File: config.mk
export PLATFORM = sky130hd
export DESIGN_NAME = sfce_engine
export DESIGN_NICKNAME = d
export VERILOG_FILES = /design/src/pkg/sfce_pkg.sv /design/src/verilog/sfce_engine.sv
export SDC_FILE = /design/constraint.sdc
export NUM_CORES = 1
export LEC_CHECK = 0
export BUFFER_PORTS_ARGS = -buffer_cell sky130_fd_sc_hd__buf_4
export CORE_MARGIN = 2
export CORE_UTILIZATION = 60
export DETAILED_ROUTE_END_ITERATION = 12
export PLACE_DENSITY = 0.79
export SYNTH_ARGS = -nofsm -noshare
export SYNTH_HDL_FRONTEND = slang
export SYNTH_SLANG_ARGS = --single-unit
File: constraint.sdc
create_clock -name CLK_IN -period 4.6 [get_ports CLK_IN]
set_input_delay 1.38 -clock CLK_IN [delete_from_list [all_inputs] [get_ports CLK_IN]]
set_output_delay 1.38 -clock CLK_IN [all_outputs]
set_load 0.1 [all_outputs]
File: src/pkg/sfce_pkg.sv
package sfce_pkg;

  // ****************************************
  // Clock and protection
  // ****************************************
  localparam int         CLK_PERIOD_NS = 5;
  localparam logic [4:0] PROT_SHIFT    = 5'h0f;  // Smallest protected span is 2**(15+1)

  // ****************************************
  // Opcodes
  // ****************************************
  localparam logic [7:0] OP_DUAL_READ = 8'h3b;
  localparam logic [7:0] OP_MFR_DEV   = 8'h90;
  localparam logic [7:0] OP_UNIQUE_ID = 8'h4b;
  localparam logic [7:0] OP_STD_ID    = 8'h9f;
  localparam logic [7:0] OP_SLEEP     = 8'hb9;
  localparam logic [7:0] OP_WAKE_ID   = 8'hab;
  localparam logic [7:0] OP_PAGE_PROG = 8'h02;
  localparam logic [7:0] OP_SECT_CLR  = 8'h20;
  localparam logic [7:0] OP_BLK_CLR   = 8'h52;
  localparam logic [7:0] OP_WR_EN     = 8'h06;
  localparam logic [7:0] OP_WR_DIS    = 8'h04;
  localparam logic [7:0] OP_STATUS_RD = 8'h05;

  // ****************************************
  // Frame byte counts and fixed values
  // ****************************************
  localparam logic [4:0]  ADDR_LAST    = 5'h02;  // Index of last address byte
  localparam logic [4:0]  DUAL_DUMMY   = 5'h01;
  localparam logic [4:0]  UID_DUMMY    = 5'h04;
  localparam logic [4:0]  WAKE_DUMMY   = 5'h03;
  localparam logic [4:0]  STD_ID_MFR   = 5'h00;
  localparam logic [4:0]  STD_ID_TYPE  = 5'h01;
  localparam logic [4:0]  STD_ID_CAP   = 5'h02;
  localparam logic [23:0] MFR_DEV_SWAP = 24'h000001;

  // ****************************************
  // Types
  // ****************************************
  typedef enum logic [2:0] {ST_IDLE, ST_CMD, ST_ADDR, ST_DUMMY, ST_OUT, ST_DATA, ST_END, ST_SKIP} sfce_state_t;
  typedef enum logic [2:0] {TM_NONE, TM_PROG, TM_SECT, TM_BLK, TM_SLEEP, TM_WAKE} sfce_timer_t;

  typedef struct packed {
    logic        rd;
    logic        load;
    logic        latch_clr;
    logic        prog;
    logic        sect_clr;
    logic        blk_clr;
    logic [23:0] addr;
    logic [7:0]  data;
  } sfce_mem_req_t;

endpackage

File: src/verilog/sfce_engine.sv
`timescale 1ns/1ps
// What this block does
// - Dual read: take opcode, three address bytes, one dummy byte, return two bits/clock.
// - Dual read starts anywhere and steps the address after every output byte.
// - Manufacturer/device ID with address zero returns manufacturer byte, then device byte.
// - Manufacturer/device ID with address one returns device byte first.
// - Unique ID: four dummy bytes, then the 128-bit identifier on falling edges.
// - Standard ID returns manufacturer, memory type and capacity bytes on falling edges.
// - Standard ID arriving during program or erase is not decoded; cycle continues.
// - Chip select rising ends any readout at any bit and returns to standby.
// - Sleep opcode counts only with chip select rising after exactly eight bits.
// - In deep sleep only the wake opcode is recognised; all others ignored.
// - Wake opcode then chip select high for wake time before other commands.
// - Wake opcode plus three dummies streams device ID repeatedly, MSB first.
// - Wake with ID read needs the longer wake-with-ID time before resuming.
// - Wake/ID opcode is ignored while write busy, leaving the cycle untouched.
// - Page program needs write latch, opcode, address and at least one data byte.
// - Program data past the page end wraps to the page start.
// - Only the last 256 bytes are kept; unsent bytes stay unchanged.
// - Program starts at a byte boundary; busy during cycle, latch cleared before end.
// - Program or erase aimed at a protected range is refused.
// - Sector erase: latch set, boundary after address, self-timed with busy set.
// - Block erase behaves like sector erase over a 32 KB block.
// - Write enable opcode sets the write latch flag.
// - Dual output: first line carries even bits, second line odd bits.
module sfce_engine #(
  parameter int          MEM_AW         = 19,
  parameter int          PROG_TIME_NS   = 1000000,
  parameter int          SECT_TIME_NS   = 100000000,
  parameter int          BLK_TIME_NS    = 500000000,
  parameter int          SLEEP_ENTRY_NS = 3000,
  parameter int          WAKE_NS        = 3000,
  parameter int          WAKE_ID_NS     = 5000,
  parameter logic [7:0]  MFR_ID         = 8'h5a,   // Arbitrary value
  parameter logic [7:0]  DEV_ID         = 8'h12,   // Arbitrary value
  parameter logic [7:0]  MEM_TYPE       = 8'h40,   // Arbitrary value
  parameter logic [7:0]  MEM_CAP        = 8'h13,   // Arbitrary value
  parameter logic [127:0] UNIQUE_ID     = 128'h0123456789abcdeffedcba9876543210  // Arbitrary value
) (
  // Clock, reset, enable
  input  wire logic                  CLK_IN,
  input  wire logic                  RST_IN,
  input  wire logic                  CE_IN,
  // Serial link
  input  wire logic                  CS_N_IN,
  input  wire logic                  SCLK_IN,
  input  wire logic                  IO0_IN,
  output logic                       IO0_OUT,
  output logic                       IO0_OE_N_OUT,
  output logic                       IO1_OUT,
  output logic                       IO1_OE_N_OUT,
  // Protection and status
  input  wire logic [2:0]            PROTECT_RANGE_IN,
  output logic                       WRITE_BUSY_FLAG_OUT,
  output logic                       WRITE_LATCH_FLAG_OUT,
  output logic                       DEEP_SLEEP_OUT,
  // Memory array
  output sfce_pkg::sfce_mem_req_t    MEM_REQ_OUT,
  input  wire logic [7:0]            MEM_RDATA_IN
);

  localparam int P = sfce_pkg::CLK_PERIOD_NS;
  // Self-timed cycles round up; wake and entry must finish in time, so they round down
  localparam int PROG_CYC  = (PROG_TIME_NS + P - 1) / P;
  localparam int SECT_CYC  = (SECT_TIME_NS + P - 1) / P;
  localparam int BLK_CYC   = (BLK_TIME_NS + P - 1) / P;
  localparam int SLEEP_CYC = (SLEEP_ENTRY_NS / P < 1) ? 1 : SLEEP_ENTRY_NS / P;
  localparam int WAKE_CYC  = (WAKE_NS / P < 1) ? 1 : WAKE_NS / P;
  localparam int WAKEI_CYC = (WAKE_ID_NS / P < 1) ? 1 : WAKE_ID_NS / P;

  if (MEM_AW < 16 || MEM_AW > 24) begin : g_bad_aw
    $error("MEM_AW must lie in 16..24");
  end
  if (PROG_TIME_NS < 1 || SECT_TIME_NS < 1 || BLK_TIME_NS < 1) begin : g_bad_time
    $error("Cycle times must be positive");
  end

  logic [2:0]            cs_s;
  logic [2:0]            clk_s;
  logic [1:0]            si_s;
  sfce_pkg::sfce_state_t state;
  sfce_pkg::sfce_timer_t tm_op;
  logic [31:0]           tm_cnt;
  logic [7:0]            cmd;
  logic [6:0]            sr_in;
  logic [2:0]            bit_idx;
  logic [4:0]            byte_cnt;
  logic [23:0]           addr;
  logic                  got_data;
  logic                  prep_req;
  logic [7:0]            nxt_byte;
  logic [7:0]            out_sr;
  logic [2:0]            sub;
  logic                  rd_wait;
  logic                  write_latch_flag;
  logic                  write_busy_flag;
  logic                  sleep;
  sfce_pkg::sfce_mem_req_t mem_req;

  // ****************************************
  // Link edge detection
  // ****************************************
  // Stage 0 feeds stage 1 only; edges compare stages 1 and 2
  always_ff @(posedge CLK_IN) begin
    if (RST_IN) begin
      cs_s  <= 3'h7;
      clk_s <= 3'h0;
      si_s  <= 2'h0;
    end else if (CE_IN) begin
      cs_s  <= {cs_s[1:0], CS_N_IN};
      clk_s <= {clk_s[1:0], SCLK_IN};
      si_s  <= {si_s[0], IO0_IN};
    end
  end

  wire       cs_low    = ~cs_s[1];
  wire       cs_fall   = ~cs_s[1] & cs_s[2];
  wire       cs_rise   = cs_s[1] & ~cs_s[2];
  wire       sck_rise  = clk_s[1] & ~clk_s[2] & cs_low;
  wire       sck_fall  = ~clk_s[1] & clk_s[2] & cs_low;
  wire [7:0] in_byte   = {sr_in, si_s[1]};
  wire       byte_done = sck_rise && (bit_idx == 3'h7);
  wire       dual      = (cmd == sfce_pkg::OP_DUAL_READ);
  wire       at_bound  = (bit_idx == 3'h0);

  // ****************************************
  // Opcode decode
  // ****************************************
  wire to_addr  = in_byte inside {sfce_pkg::OP_DUAL_READ, sfce_pkg::OP_MFR_DEV, sfce_pkg::OP_PAGE_PROG,
                                  sfce_pkg::OP_SECT_CLR, sfce_pkg::OP_BLK_CLR};
  wire to_dummy = in_byte inside {sfce_pkg::OP_UNIQUE_ID, sfce_pkg::OP_WAKE_ID};
  wire to_out   = in_byte inside {sfce_pkg::OP_STD_ID, sfce_pkg::OP_STATUS_RD};
  wire to_end   = in_byte inside {sfce_pkg::OP_WR_EN, sfce_pkg::OP_WR_DIS, sfce_pkg::OP_SLEEP};
  wire timed    = (tm_op != sfce_pkg::TM_NONE);
  // Busy admits status read only; wake or entry wait admits nothing; sleep admits wake
  wire op_ok    = write_busy_flag ? (in_byte == sfce_pkg::OP_STATUS_RD) :
                  timed ? 1'b0 :
                  sleep ? (in_byte == sfce_pkg::OP_WAKE_ID) :
                  (to_addr | to_dummy | to_out | to_end);
  wire [4:0] dummy_n = (cmd == sfce_pkg::OP_UNIQUE_ID) ? sfce_pkg::UID_DUMMY :
                       (cmd == sfce_pkg::OP_WAKE_ID) ? sfce_pkg::WAKE_DUMMY : sfce_pkg::DUAL_DUMMY;

  // Protected span covers the top of memory, doubling per step of the range bits
  wire [MEM_AW-1:0] pmask = {MEM_AW{1'b1}} << (sfce_pkg::PROT_SHIFT + {2'h0, PROTECT_RANGE_IN});
  wire prot = (|PROTECT_RANGE_IN) && ((addr[MEM_AW-1:0] & pmask) == pmask);

  // ****************************************
  // Output byte source
  // ****************************************
  wire [7:0] status_byte = {3'h0, PROTECT_RANGE_IN, write_latch_flag, write_busy_flag};
  wire       mfr_second  = byte_cnt[0] ^ (addr == sfce_pkg::MFR_DEV_SWAP);
  wire [7:0] std_byte    = (byte_cnt == sfce_pkg::STD_ID_MFR) ? MFR_ID :
                           (byte_cnt == sfce_pkg::STD_ID_TYPE) ? MEM_TYPE :
                           (byte_cnt == sfce_pkg::STD_ID_CAP) ? MEM_CAP : 8'h00;
  wire [7:0] src_byte    = (cmd == sfce_pkg::OP_MFR_DEV) ? (mfr_second ? DEV_ID : MFR_ID) :
                           (cmd == sfce_pkg::OP_UNIQUE_ID) ? UNIQUE_ID[{~byte_cnt[3:0], 3'h0} +: 8] :
                           (cmd == sfce_pkg::OP_STD_ID) ? std_byte :
                           (cmd == sfce_pkg::OP_WAKE_ID) ? DEV_ID :
                           status_byte;

  // ****************************************
  // Frame end outcomes
  // ****************************************
  wire end_cmd     = (state == sfce_pkg::ST_END) && at_bound;
  wire end_wr_en   = end_cmd && (cmd == sfce_pkg::OP_WR_EN);
  wire end_wr_dis  = end_cmd && (cmd == sfce_pkg::OP_WR_DIS);
  wire end_sleep   = end_cmd && (cmd == sfce_pkg::OP_SLEEP);
  wire end_prog    = (state == sfce_pkg::ST_DATA) && got_data && at_bound && write_latch_flag && !prot;
  wire end_sect    = end_cmd && (cmd == sfce_pkg::OP_SECT_CLR) && write_latch_flag && !prot;
  wire end_blk     = end_cmd && (cmd == sfce_pkg::OP_BLK_CLR) && write_latch_flag && !prot;
  wire wake_cmd    = sleep && (cmd == sfce_pkg::OP_WAKE_ID);
  wire end_wake    = wake_cmd && (state == sfce_pkg::ST_DUMMY) && (byte_cnt == 5'h00) && at_bound;
  wire end_wake_id = wake_cmd && (state == sfce_pkg::ST_OUT);
  wire end_write   = end_prog | end_sect | end_blk;

  wire sfce_pkg::sfce_timer_t next_op =
    end_prog ? sfce_pkg::TM_PROG : end_sect ? sfce_pkg::TM_SECT : end_blk ? sfce_pkg::TM_BLK :
    end_sleep ? sfce_pkg::TM_SLEEP : (end_wake | end_wake_id) ? sfce_pkg::TM_WAKE : sfce_pkg::TM_NONE;
  wire [31:0] next_cnt =
    end_prog ? 32'(PROG_CYC) : end_sect ? 32'(SECT_CYC) : end_blk ? 32'(BLK_CYC) :
    end_sleep ? 32'(SLEEP_CYC) : end_wake_id ? 32'(WAKEI_CYC) : 32'(WAKE_CYC);

  // ****************************************
  // Frame decoder
  // ****************************************
  // Bytes are acted on at the rising edge that completes them
  always_ff @(posedge CLK_IN) begin
    if (RST_IN) begin
      state    <= sfce_pkg::ST_IDLE;
      cmd      <= 8'h00;
      sr_in    <= 7'h00;
      bit_idx  <= 3'h0;
      byte_cnt <= 5'h00;
      addr     <= 24'h000000;
      got_data <= 1'b0;
      prep_req <= 1'b0;
    end else if (CE_IN) begin
      prep_req <= 1'b0;
      if (cs_fall) begin
        state    <= sfce_pkg::ST_CMD;
        bit_idx  <= 3'h0;
        got_data <= 1'b0;
      end else if (!cs_low) begin
        state <= sfce_pkg::ST_IDLE;
      end else begin
        if (sck_rise) begin
          bit_idx <= bit_idx + 3'h1;
          sr_in   <= in_byte[6:0];
        end
        if (byte_done) begin
          case (state)
            sfce_pkg::ST_CMD: begin
              cmd      <= in_byte;
              byte_cnt <= 5'h00;
              prep_req <= op_ok && to_out;
              state    <= !op_ok ? sfce_pkg::ST_SKIP : to_addr ? sfce_pkg::ST_ADDR :
                          to_dummy ? sfce_pkg::ST_DUMMY : to_out ? sfce_pkg::ST_OUT : sfce_pkg::ST_END;
            end
            sfce_pkg::ST_ADDR: begin
              addr     <= {addr[15:0], in_byte};
              byte_cnt <= byte_cnt + 5'h01;
              if (byte_cnt == sfce_pkg::ADDR_LAST) begin
                byte_cnt <= 5'h00;
                prep_req <= (cmd == sfce_pkg::OP_MFR_DEV);
                state    <= dual ? sfce_pkg::ST_DUMMY : (cmd == sfce_pkg::OP_MFR_DEV) ? sfce_pkg::ST_OUT :
                            (cmd == sfce_pkg::OP_PAGE_PROG) ? sfce_pkg::ST_DATA : sfce_pkg::ST_END;
              end
            end
            sfce_pkg::ST_DUMMY: begin
              // Input value is unused here, the byte only counts clocks
              byte_cnt <= byte_cnt + 5'h01;
              if (byte_cnt == dummy_n - 5'h01) begin
                byte_cnt <= 5'h00;
                prep_req <= 1'b1;
                state    <= sfce_pkg::ST_OUT;
              end
            end
            sfce_pkg::ST_DATA: begin
              addr[7:0] <= addr[7:0] + 8'h01;
              got_data  <= 1'b1;
            end
            sfce_pkg::ST_END: state <= sfce_pkg::ST_SKIP;
            default: state <= state;
          endcase
        end
        if (prep_req) begin
          byte_cnt <= byte_cnt + 5'h01;
          if (dual) begin
            addr <= addr + 24'h000001;
          end
        end
        if (sck_fall && (state == sfce_pkg::ST_OUT) && (sub == 3'h0)) begin
          prep_req <= 1'b1;
        end
      end
    end
  end

  // ****************************************
  // Output shifter
  // ****************************************
  // Next byte is staged a full byte ahead so a slow array read never starves the line
  always_ff @(posedge CLK_IN) begin
    if (RST_IN) begin
      nxt_byte     <= 8'h00;
      out_sr       <= 8'h00;
      sub          <= 3'h0;
      rd_wait      <= 1'b0;
      IO0_OUT      <= 1'b0;
      IO1_OUT      <= 1'b0;
      IO0_OE_N_OUT <= 1'b1;
      IO1_OE_N_OUT <= 1'b1;
    end else if (CE_IN) begin
      rd_wait <= mem_req.rd;
      if (rd_wait) begin
        nxt_byte <= MEM_RDATA_IN;
      end else if (prep_req && !dual) begin
        nxt_byte <= src_byte;
      end
      if (!cs_low) begin
        sub          <= 3'h0;
        IO0_OE_N_OUT <= 1'b1;
        IO1_OE_N_OUT <= 1'b1;
      end else if (sck_fall && (state == sfce_pkg::ST_OUT)) begin
        IO1_OUT      <= (sub == 3'h0) ? nxt_byte[7] : out_sr[7];
        IO0_OUT      <= (sub == 3'h0) ? nxt_byte[6] : out_sr[6];
        out_sr       <= dual ? {((sub == 3'h0) ? nxt_byte[5:0] : out_sr[5:0]), 2'h0} :
                               {((sub == 3'h0) ? nxt_byte[6:0] : out_sr[6:0]), 1'h0};
        sub          <= (sub == (dual ? 3'h3 : 3'h7)) ? 3'h0 : sub + 3'h1;
        IO1_OE_N_OUT <= 1'b0;
        IO0_OE_N_OUT <= !dual;
      end
    end
  end

  // ****************************************
  // Timed cycles and flags
  // ****************************************
  // Latch clears as the write cycle starts, well before busy falls
  always_ff @(posedge CLK_IN) begin
    if (RST_IN) begin
      tm_op  <= sfce_pkg::TM_NONE;
      tm_cnt <= 32'h0;
      write_latch_flag    <= 1'b0;
      write_busy_flag    <= 1'b0;
      sleep  <= 1'b0;
    end else if (CE_IN) begin
      if (timed) begin
        tm_cnt <= tm_cnt - 32'h1;
        if (tm_cnt == 32'h1) begin
          tm_op <= sfce_pkg::TM_NONE;
          write_busy_flag   <= 1'b0;
          sleep <= (tm_op == sfce_pkg::TM_SLEEP);
        end
      end
      if (cs_rise && (next_op != sfce_pkg::TM_NONE)) begin
        tm_op  <= next_op;
        tm_cnt <= next_cnt;
        write_busy_flag    <= end_write;
      end
      if (cs_rise && (end_write || end_wr_dis)) begin
        write_latch_flag <= 1'b0;
      end else if (cs_rise && end_wr_en) begin
        write_latch_flag <= 1'b1;
      end
    end
  end

  // ****************************************
  // Memory array requests
  // ****************************************
  // Loads land in the page latch by column, so later bytes overwrite earlier ones
  always_ff @(posedge CLK_IN) begin
    if (RST_IN) begin
      mem_req <= '0;
    end else if (CE_IN) begin
      mem_req.rd        <= prep_req && dual;
      mem_req.load      <= byte_done && (state == sfce_pkg::ST_DATA);
      mem_req.latch_clr <= byte_done && (state == sfce_pkg::ST_ADDR) && (byte_cnt == sfce_pkg::ADDR_LAST) &&
                           (cmd == sfce_pkg::OP_PAGE_PROG);
      mem_req.prog      <= cs_rise && end_prog;
      mem_req.sect_clr  <= cs_rise && end_sect;
      mem_req.blk_clr   <= cs_rise && end_blk;
      mem_req.addr      <= addr;
      mem_req.data      <= in_byte;
    end
  end

  assign MEM_REQ_OUT          = mem_req;
  assign WRITE_BUSY_FLAG_OUT  = write_busy_flag;
  assign WRITE_LATCH_FLAG_OUT = write_latch_flag;
  assign DEEP_SLEEP_OUT       = sleep;
endmodule // sfce_engine

# Word-level counts from Yosys, hierarchy flattened
# Index checks and enable logic that the tools add are counted.
# Widths: inputs -> output; s select.
# totals
reg_bits	160
input_bits	17
output_inout_bits	45
word_cells	263
# classes
addsub	8
n_eq_ne	41
n_shift	2
muxes	85
n_bitwise	20
reduce_logical	75
# ops
cell	count
$shiftx 128x8->8 const A	1
$mux 27	3
$mux 3	25
$mux 24	3
$eq 8x8->1 const B	8
$mux 32	2
$eq 8x3->1 const B	5
$mux 8	5
$logic_and 1x1->1	36
$mux 7	5
$eq 32x1->1 const B	1
$eq 8x6->1 const B	4
$eq 8x7->1 const B	4
$sub 32x1->32 const B	1
$mux 5	6
$add 24x1->24 const B	1
$eq 24x1->1 const B	1
$mux 1	24
$reduce_bool 2->1	11
$and 19x19->19	1
$eq 19x19->1	1
$shl 19x5->19 const A	1
$mux 9	2
$eq 8x2->1 const B	2
other kinds (40)	78

# Depth between registers and ports, before layout
# logic_depth
depth_word	15
ltp_mapped	12
ltp_nobuf	10

# Least setup slack after synthesis
# No wires, ideal clock.
# synth_timing
kind	input to register
from	input PROTECT_RANGE_IN[1]
to	register tm_cnt[6]
setup_ns	0.115
t_arrival_ns	3.632
required_time_ns	4.485
slack_ns	0.853
path_stages	12
path_buffers	2
cell_sequence	inv_1 > ha_1 > ha_1 > nor2_1 > o221ai_1 > nor4_1 > a31o_2 > o21a_1 > buf_2 > buf_2 > a21oi_1 > o21ba_1
# synth_via
elab_chain_cells	14
word_cells_on_any_way	21
cone_classes	1 x add/sub; 1 x eq/ne; 1 x shift; 7 x mux; 1 x bitwise; 10 x reduce/logical
# synth_lines
item	line	source
start, declared	sfce_engine.sv:53	input wire logic [2:0] PROTECT_RANGE_IN,
$add 4x3->5	sfce_engine.sv:144	wire [MEM_AW-1:0] pmask = {MEM_AW{1'b1}} << (sfce_pkg::PROT_SHIFT + {2'h0, PROTECT_RANGE_IN});
$shl 19x5->19	sfce_engine.sv:144	
$and 19x19->19	sfce_engine.sv:145	wire prot = (|PROTECT_RANGE_IN) && ((addr[MEM_AW-1:0] & pmask) == pmask);
$eq 19x19->1	sfce_engine.sv:145	
$logic_and 1x1->1 (*)	sfce_engine.sv:145	
$logic_not 1->1 (*)	sfce_engine.sv:168, sfce_engine.sv:169, sfce_engine.sv:170	
$logic_and 1x1->1	sfce_engine.sv:170	wire end_blk = end_cmd && (cmd == sfce_pkg::OP_BLK_CLR) && write_latch_flag && !prot;
$mux 3 (3 in a row)	sfce_engine.sv:177	end_prog ? sfce_pkg::TM_PROG : end_sect ? sfce_pkg::TM_SECT : end_blk ? sfce_pkg::TM_BLK :
$reduce_bool 3->1	sfce_engine.sv:316	if (cs_rise && (next_op != sfce_pkg::TM_NONE)) begin
$logic_and 1x1->1	sfce_engine.sv:316	
$reduce_bool 2->1 (no line)	-	
$reduce_and 2->1 (no line)	-	
end signal, assigned	sfce_engine.sv:309	tm_cnt <= tm_cnt - 32'h1;
end signal, assigned	sfce_engine.sv:318	tm_cnt <= next_cnt;
end, declared	sfce_engine.sv:83	logic [31:0] tm_cnt;
# Every way passes the cells marked *; elsewhere a longest branch is shown, timed or not.
# A chain may end at the register's enable or synchronous reset.

# Worst setup path after layout
# layout_timing
from	input PROTECT_RANGE_IN[0]
to	register tm_op[0]
# layout_via
elab_chain_cells	14
word_cells_on_any_way	19
cone_classes	1 x add/sub; 1 x eq/ne; 1 x shift; 4 x mux; 1 x bitwise; 11 x reduce/logical
# layout_lines
item	line	source
$add 4x3->5	sfce_engine.sv:144	
$shl 19x5->19	sfce_engine.sv:144	
$and 19x19->19	sfce_engine.sv:145	
$eq 19x19->1	sfce_engine.sv:145	
$logic_and 1x1->1 (*)	sfce_engine.sv:145	
$logic_not 1->1 (*)	sfce_engine.sv:168, sfce_engine.sv:169, sfce_engine.sv:170	
$logic_and 1x1->1	sfce_engine.sv:170	
$mux 3 (2 in a row)	sfce_engine.sv:177	
$mux 3 (*)	sfce_engine.sv:177	
$reduce_bool 3->1	sfce_engine.sv:316	
$logic_and 1x1->1	sfce_engine.sv:316	
$reduce_bool 2->1 (no line)	-	
$reduce_and 3->1 (no line)	-	
end signal, assigned	sfce_engine.sv:302	tm_op <= sfce_pkg::TM_NONE;
end signal, assigned	sfce_engine.sv:311	tm_op <= sfce_pkg::TM_NONE;
end signal, assigned	sfce_engine.sv:317	tm_op <= next_op;
end, declared	sfce_engine.sv:82	sfce_pkg::sfce_timer_t tm_op;
# Marked as above.

==> impl_table.tex <==
\begin{tabular}{lr}
\hline
Metric & Value \\
\hline
\multicolumn{2}{l}{\textbf{Run status}} \\
\quad Run status & finished, final reports clean \\
\multicolumn{2}{l}{\textbf{Die}} \\
\quad Die Area & 16100 µm² \\
\quad Area inside the core boundary & 14600 µm² \\
\quad Starting Density & 61.8\% \\
\quad Die Y-Extent & 127 µm \\
\quad Number of placement rows & 44 \\
\quad Width of the chip & 127 µm \\
\quad I/O Pins & 62 \\
\multicolumn{2}{l}{\textbf{Power and ir drop}} \\
\quad Sequential Power Share & 47.4\% \\
\quad Internal power of the cells & 2.28 mW \\
\quad Power per cell area & 288 nW/µm² \\
\quad VDD IR-drop max & 0.260 mV \\
\quad Lkg Pwr & 3.88 nW \\
\quad Combinational fraction of design power & 3.6\% \\
\quad Part of the power in the clock network & 49.0\% \\
\quad Switching share of power & 22.1\% \\
\quad Switching component of the power & 0.648 mW \\
\multicolumn{2}{l}{\textbf{Run}} \\
\quad Maxcap violations & 0 \\
\multicolumn{2}{l}{\textbf{Route}} \\
\quad Routed length on met1 & 11300 µm \\
\quad \# DRC & 0 \\
\quad Number of iterations in the first detailed-routing pass & 8 \\
\quad Drt first-iter violations & 919 \\
\quad Mean routed wirelength per cell & 18.4 µm \\
\quad Total via count after detailed routing & 8903 \\
\quad Met2 wire len & 11400 µm \\
\quad ANT nets after route & 0 \\
\quad Top layer used by detailed routing & met4 \\
\quad Wire length after detailed routing & 25200 µm \\
\quad Via density per instance & 6.50 \\
\quad Routed wl met3 & 1990 µm \\
\multicolumn{2}{l}{\textbf{Synth}} \\
\quad Combinational family with the most area after synthesis & simple AND/OR/NAND/NOR gates \\
\quad Mux share of post-synthesis cell area & 6.71\% \\
\quad Yosys warns & 0 \\
\quad Area leader, netlist & sky130\_fd\_sc\_hd\_\_dfxtp\_1 \\
\quad Flip-flop and latch count after synthesis & 159 \\
\quad Cells taking the most area after synthesis & sky130\_fd\_sc\_hd\_\_dfxtp\_1, sky130\_fd\_sc\_hd\_\_a21oi\_1, sky130\_fd\_sc\_hd\_\_mux2i\_1, sky130\_fd\_sc\_hd\_\_nor2\_1, sky130\_fd\_sc\_hd\_\_nand2\_1 \\
\quad Post-synthesis xor/xnor area fraction & 0.387\% \\
\quad Post-synth top area share & 35.2\% \\
\quad Mapped Avg Cell Area & 7.82 µm² \\
\quad Yosys cell types & 87 \\
\quad Net count of the mapped netlist & 1193 \\
\quad Arithmetic-cell share of the synthesized area counting full adders, half adders and majority gates & 2.63\% \\
\quad Area fraction in compound gates after synthesis & 23.0\% \\
\quad Dominant synthesized flop cell & sky130\_fd\_sc\_hd\_\_dfxtp\_1 \\
\quad Post-synthesis share of cell area spent on and, or, nand and nor gates & 26.6\% \\
\quad Number of flops mapped to enable cells by yosys & 0 \\
\quad Gate count of the mapped netlist & 1157 \\
\quad Mapped Area & 9050 µm² \\
\quad Sequential share of the synthesized area & 35.2\% \\
\quad Share of flip-flops with an asynchronous set or reset after synthesis & 0\% \\
\multicolumn{2}{l}{\textbf{Worst hold path}} \\
\quad Min-delay worst type & flip-flop to flip-flop \\
\quad Worst min-delay path endpoint & IO1\_OE\_N\_OUT\$\_SDFFE\_PP1P\_ \\
\quad WHS Path Cells & 2 \\
\quad Startpoint of the most critical hold path & IO1\_OE\_N\_OUT\$\_SDFFE\_PP1P\_ \\
\multicolumn{2}{l}{\textbf{Clock tree}} \\
\quad CTS clk-pin slew, worst paths & 0.06 ns \\
\quad CTS max path bufs & 2 \\
\quad Number of sinks driven by the clock tree & 159 \\
\quad Total of cells resized after clock tree synthesis & 0 \\
\quad Clock root buffer & sky130\_fd\_sc\_hd\_\_clkbuf\_16 \\
\quad Insertion delay of the later-clocked pin in the worst-skew pair & 0.44 ns \\
\quad Clock tree from TritonCTS & done \\
\quad Count of buffers added by post-CTS timing repair for setup & 0 \\
\quad H-Tree Level Count & 4 \\
\quad Cts bufs inserted & 17 \\
\quad Number of hold buffers added after cts & 0 \\
\multicolumn{2}{l}{\textbf{Layout}} \\
\quad Layout cells sized above 1 & 11.4\% \\
\quad Post-layout net count & 1210 \\
\quad Multi-input gate area in the final layout & 5370 µm² \\
\quad Fin util & 69.3\% \\
\quad Post-route standard cell area excluding fillers & 10100 µm² \\
\quad Filler instances & 1222 \\
\quad Antenna diode instance count & 0 \\
\quad Layout area overhead & 12.2\% \\
\quad Register area & 3180 µm² \\
\multicolumn{2}{l}{\textbf{Timing}} \\
\quad Final period utilization & 87.5\% \\
\quad Final min period & 4.02 ns \\
\quad Pins over their slew limit & 0 \\
\quad Final setup TNS & 0 ns \\
\quad Tightest Pin Transition & 1.12 ns \\
\quad Final Hold Violating Endpoints & 0 \\
\quad Skew final & 0.0106 ns \\
\quad Relative max-transition margin & 24.4\% \\
\quad F\_max & 249 MHz \\
\quad Post-route worst setup slack & 0.576 ns \\
\quad Unrepaired setup endpoints after global routing & false \\
\quad Count of endpoints failing setup in the final report & 0 \\
\quad Final worst hold slack & 0.449 ns \\
\multicolumn{2}{l}{\textbf{Global route}} \\
\quad Total global routing track utilization & 31.9\% \\
\quad Number of antenna violations at the first check in global routing & 0 \\
\quad Global-route wire length before repair & 42000 µm \\
\quad Gr ovfl total & 0 \\
\quad Maximum number of pins on one net before global-route repair & 79 \\
\quad Vias in the first global route & 8374 \\
\multicolumn{2}{l}{\textbf{Placed design}} \\
\quad Post-DP Area & 9560 µm² \\
\quad Quantity of I/O buffers inserted on ports & 61 \\
\quad Last weighted congestion value of the routability-driven placer & 0.961 \\
\quad Dpl ws & 0.227 ns \\
\quad Detail Placement HPWL & 17000 µm \\
\multicolumn{2}{l}{\textbf{Critical path}} \\
\quad Worst endpoint required time & 4.88 ns \\
\quad Setup crit end kind & flip-flop \\
\quad FF-to-FF path depth & 7 \\
\quad Signal arrival time at the worst endpoint & 4.31 ns \\
\quad R2r startpoint & addr[17]\$\_SDFFE\_PP0P\_ \\
\quad CP max FO & 9 \\
\quad Destination of the worst register-to-register timing path & tm\_op[0]\$\_SDFFE\_PP0P\_ \\
\quad Setup slack, reg-to-reg & 1.64 ns \\
\quad Startpoint class of the critical path & input pin \\
\quad Kind of critical path & input pin to flip-flop \\
\quad Critical path origin & PROTECT\_RANGE\_IN[0] \\
\hline
\end{tabular}
-- worst max path at each step --
stage                             endpoint  slack [ns]  cells after the start
finish               tm_op[0]$_SDFFE_PP0P_        0.58                     10
global route         tm_op[0]$_SDFFE_PP0P_        0.41                     10
CTS                  tm_op[0]$_SDFFE_PP0P_        0.68                     10
detailed placement   tm_op[0]$_SDFFE_PP0P_        0.23                     10
global placement     tm_op[0]$_SDFFE_PP0P_        0.34                     11
floorplan           tm_cnt[6]$_SDFFE_PP0P_        0.85                     12
-- logic make-up (layout without fill, tap and decap cells) --
family | count (synthesis) | after routing
adders and majority gates | 19 | 19
AOI/OAI and AO/OA | 319 | 319
buffers and inverters | 129 | 158
DFF | 159 | 159
xor gates and xnor gates | 4 | 4
muxes | 60 | 60
and+or+nand+nor | 467 | 467
-- through the flow --
step,power (mW),instances
3_3_place_gp,1.52,1339
5_1_grt,3.00,1370
2_1_floorplan,1.49,1157
3_5_place_dp,1.52,1339
6_report,2.93,1370
4_1_cts,2.94,1370
-- worst max-delay path, cell delays in order --
cell,delay (ns)
sky130_fd_sc_hd__buf_4,0.12
sky130_fd_sc_hd__inv_1,0.07
sky130_fd_sc_hd__ha_1,0.36
sky130_fd_sc_hd__nor2b_1,0.16
sky130_fd_sc_hd__o311a_1,0.37
sky130_fd_sc_hd__a211oi_1,0.52
sky130_fd_sc_hd__a31oi_1,0.47
sky130_fd_sc_hd__a311oi_1,0.62
sky130_fd_sc_hd__a211o_1,0.17
sky130_fd_sc_hd__a21oi_1,0.05
-- power groups by stage --
| stage | logic (mW) | registers [mW] | clock network [mW] |
|---|---|---|---|
| after floorplan | 0.0729 | 1.41 | 0 |
| after global placement | 0.102 | 1.42 | 0 |
| after detailed placement | 0.103 | 1.42 | 0 |
| after CTS | 0.104 | 1.39 | 1.45 |
| after global routing | 0.114 | 1.39 | 1.50 |
| final | 0.105 | 1.39 | 1.44 |
-- cell usage after synthesis, types with 5 or more instances --
cell and number:
sky130_fd_sc_hd__dfxtp_1 159, sky130_fd_sc_hd__nor2_1 146, sky130_fd_sc_hd__a21oi_1 116, sky130_fd_sc_hd__nand2_1 96
sky130_fd_sc_hd__clkbuf_1 63, sky130_fd_sc_hd__mux2i_1 55, sky130_fd_sc_hd__inv_1 49, sky130_fd_sc_hd__o21ai_0 40
sky130_fd_sc_hd__nand3_1 39, sky130_fd_sc_hd__nor3_1 35, sky130_fd_sc_hd__a211oi_1 27, sky130_fd_sc_hd__ha_1 19
sky130_fd_sc_hd__o32ai_1 19, sky130_fd_sc_hd__nor2b_1 16, sky130_fd_sc_hd__a31oi_1 14, sky130_fd_sc_hd__and3_1 14
sky130_fd_sc_hd__a22oi_1 11, sky130_fd_sc_hd__nand2b_1 11, sky130_fd_sc_hd__nand4_1 11, sky130_fd_sc_hd__nor4_1 11
sky130_fd_sc_hd__and2_1 10, sky130_fd_sc_hd__nand3b_1 10, sky130_fd_sc_hd__or3_1 10, sky130_fd_sc_hd__o31ai_1 9
sky130_fd_sc_hd__buf_1 7, sky130_fd_sc_hd__o211ai_1 7, sky130_fd_sc_hd__o22ai_1 7, sky130_fd_sc_hd__buf_2 6
sky130_fd_sc_hd__nor3b_1 6, sky130_fd_sc_hd__nor4bb_1 6, sky130_fd_sc_hd__or4_1 6, sky130_fd_sc_hd__a21o_1 5
sky130_fd_sc_hd__a41oi_1 5, sky130_fd_sc_hd__and4_1 5, sky130_fd_sc_hd__mux2_2 5, sky130_fd_sc_hd__nor4b_1 5
sky130_fd_sc_hd__o21a_1 5, sky130_fd_sc_hd__o21ai_1 5, sky130_fd_sc_hd__o221ai_1 5, sky130_fd_sc_hd__or2_2 5
-- area by class of cell --
cell class              count  share of cell area, %
multi-input cells         869                   52.9
flip-flops and latches    159                   31.4
repair buffers             77                   5.82
clock buffers              21                   4.44
well taps                 184                   2.27
inverters                  50                   1.85
clock inverters            10                   1.37
-- flip-flops by register name (all words and copies together) (netlist names), 2 cells and up --
register / cells
MEM_REQ_OUT: 38
addr: 24
bit_idx: 3
byte_cnt: 5
clk_s: 3
cmd: 8
cs_s: 3
nxt_byte: 8
out_sr: 7
si_s: 2
sr_in: 7
state: 3
sub: 3
tm_cnt: 32
tm_op: 3
-- metal layers --
| layer | up-vias | track usage [%] |
|---|---|---|
| met2 | 417 | 50.0 |
| met3 | 52 | 5.23 |
| met4 | 0 | 10.8 |
| met1 | 4166 | 44.9 |
| li1 | 4268 | - |
| met5 | - | 0 |
-- cells in the final DEF, fill, tap and decap left out, types with 6 or more instances in the layout --
cell type                   instances
sky130_fd_sc_hd__o31ai_1            9
sky130_fd_sc_hd__nor3b_1            6
sky130_fd_sc_hd__nand3b_1          10
sky130_fd_sc_hd__nor4_1            11
sky130_fd_sc_hd__o211ai_1           7
sky130_fd_sc_hd__nand3_1           39
sky130_fd_sc_hd__and2_1            10
sky130_fd_sc_hd__nand4_1           11
sky130_fd_sc_hd__inv_1             49
sky130_fd_sc_hd__o32ai_1           19
sky130_fd_sc_hd__a22oi_1           11
sky130_fd_sc_hd__a211oi_1          27
sky130_fd_sc_hd__nor2_1           145
sky130_fd_sc_hd__mux2i_1           55
sky130_fd_sc_hd__o22ai_1            7
sky130_fd_sc_hd__nor2b_1           16
sky130_fd_sc_hd__a31oi_1           14
sky130_fd_sc_hd__dfxtp_1          159
sky130_fd_sc_hd__nor3_1            35
sky130_fd_sc_hd__nand2b_1          11
sky130_fd_sc_hd__clkbuf_16         17
sky130_fd_sc_hd__buf_4             76
sky130_fd_sc_hd__nand2_1           96
sky130_fd_sc_hd__a21oi_1          116
sky130_fd_sc_hd__nor4bb_1           6
sky130_fd_sc_hd__or4_1              6
sky130_fd_sc_hd__and3_1            14
sky130_fd_sc_hd__o21ai_0           40
sky130_fd_sc_hd__ha_1              19
sky130_fd_sc_hd__or3_1             10
(Power assumes the default switching activity.)
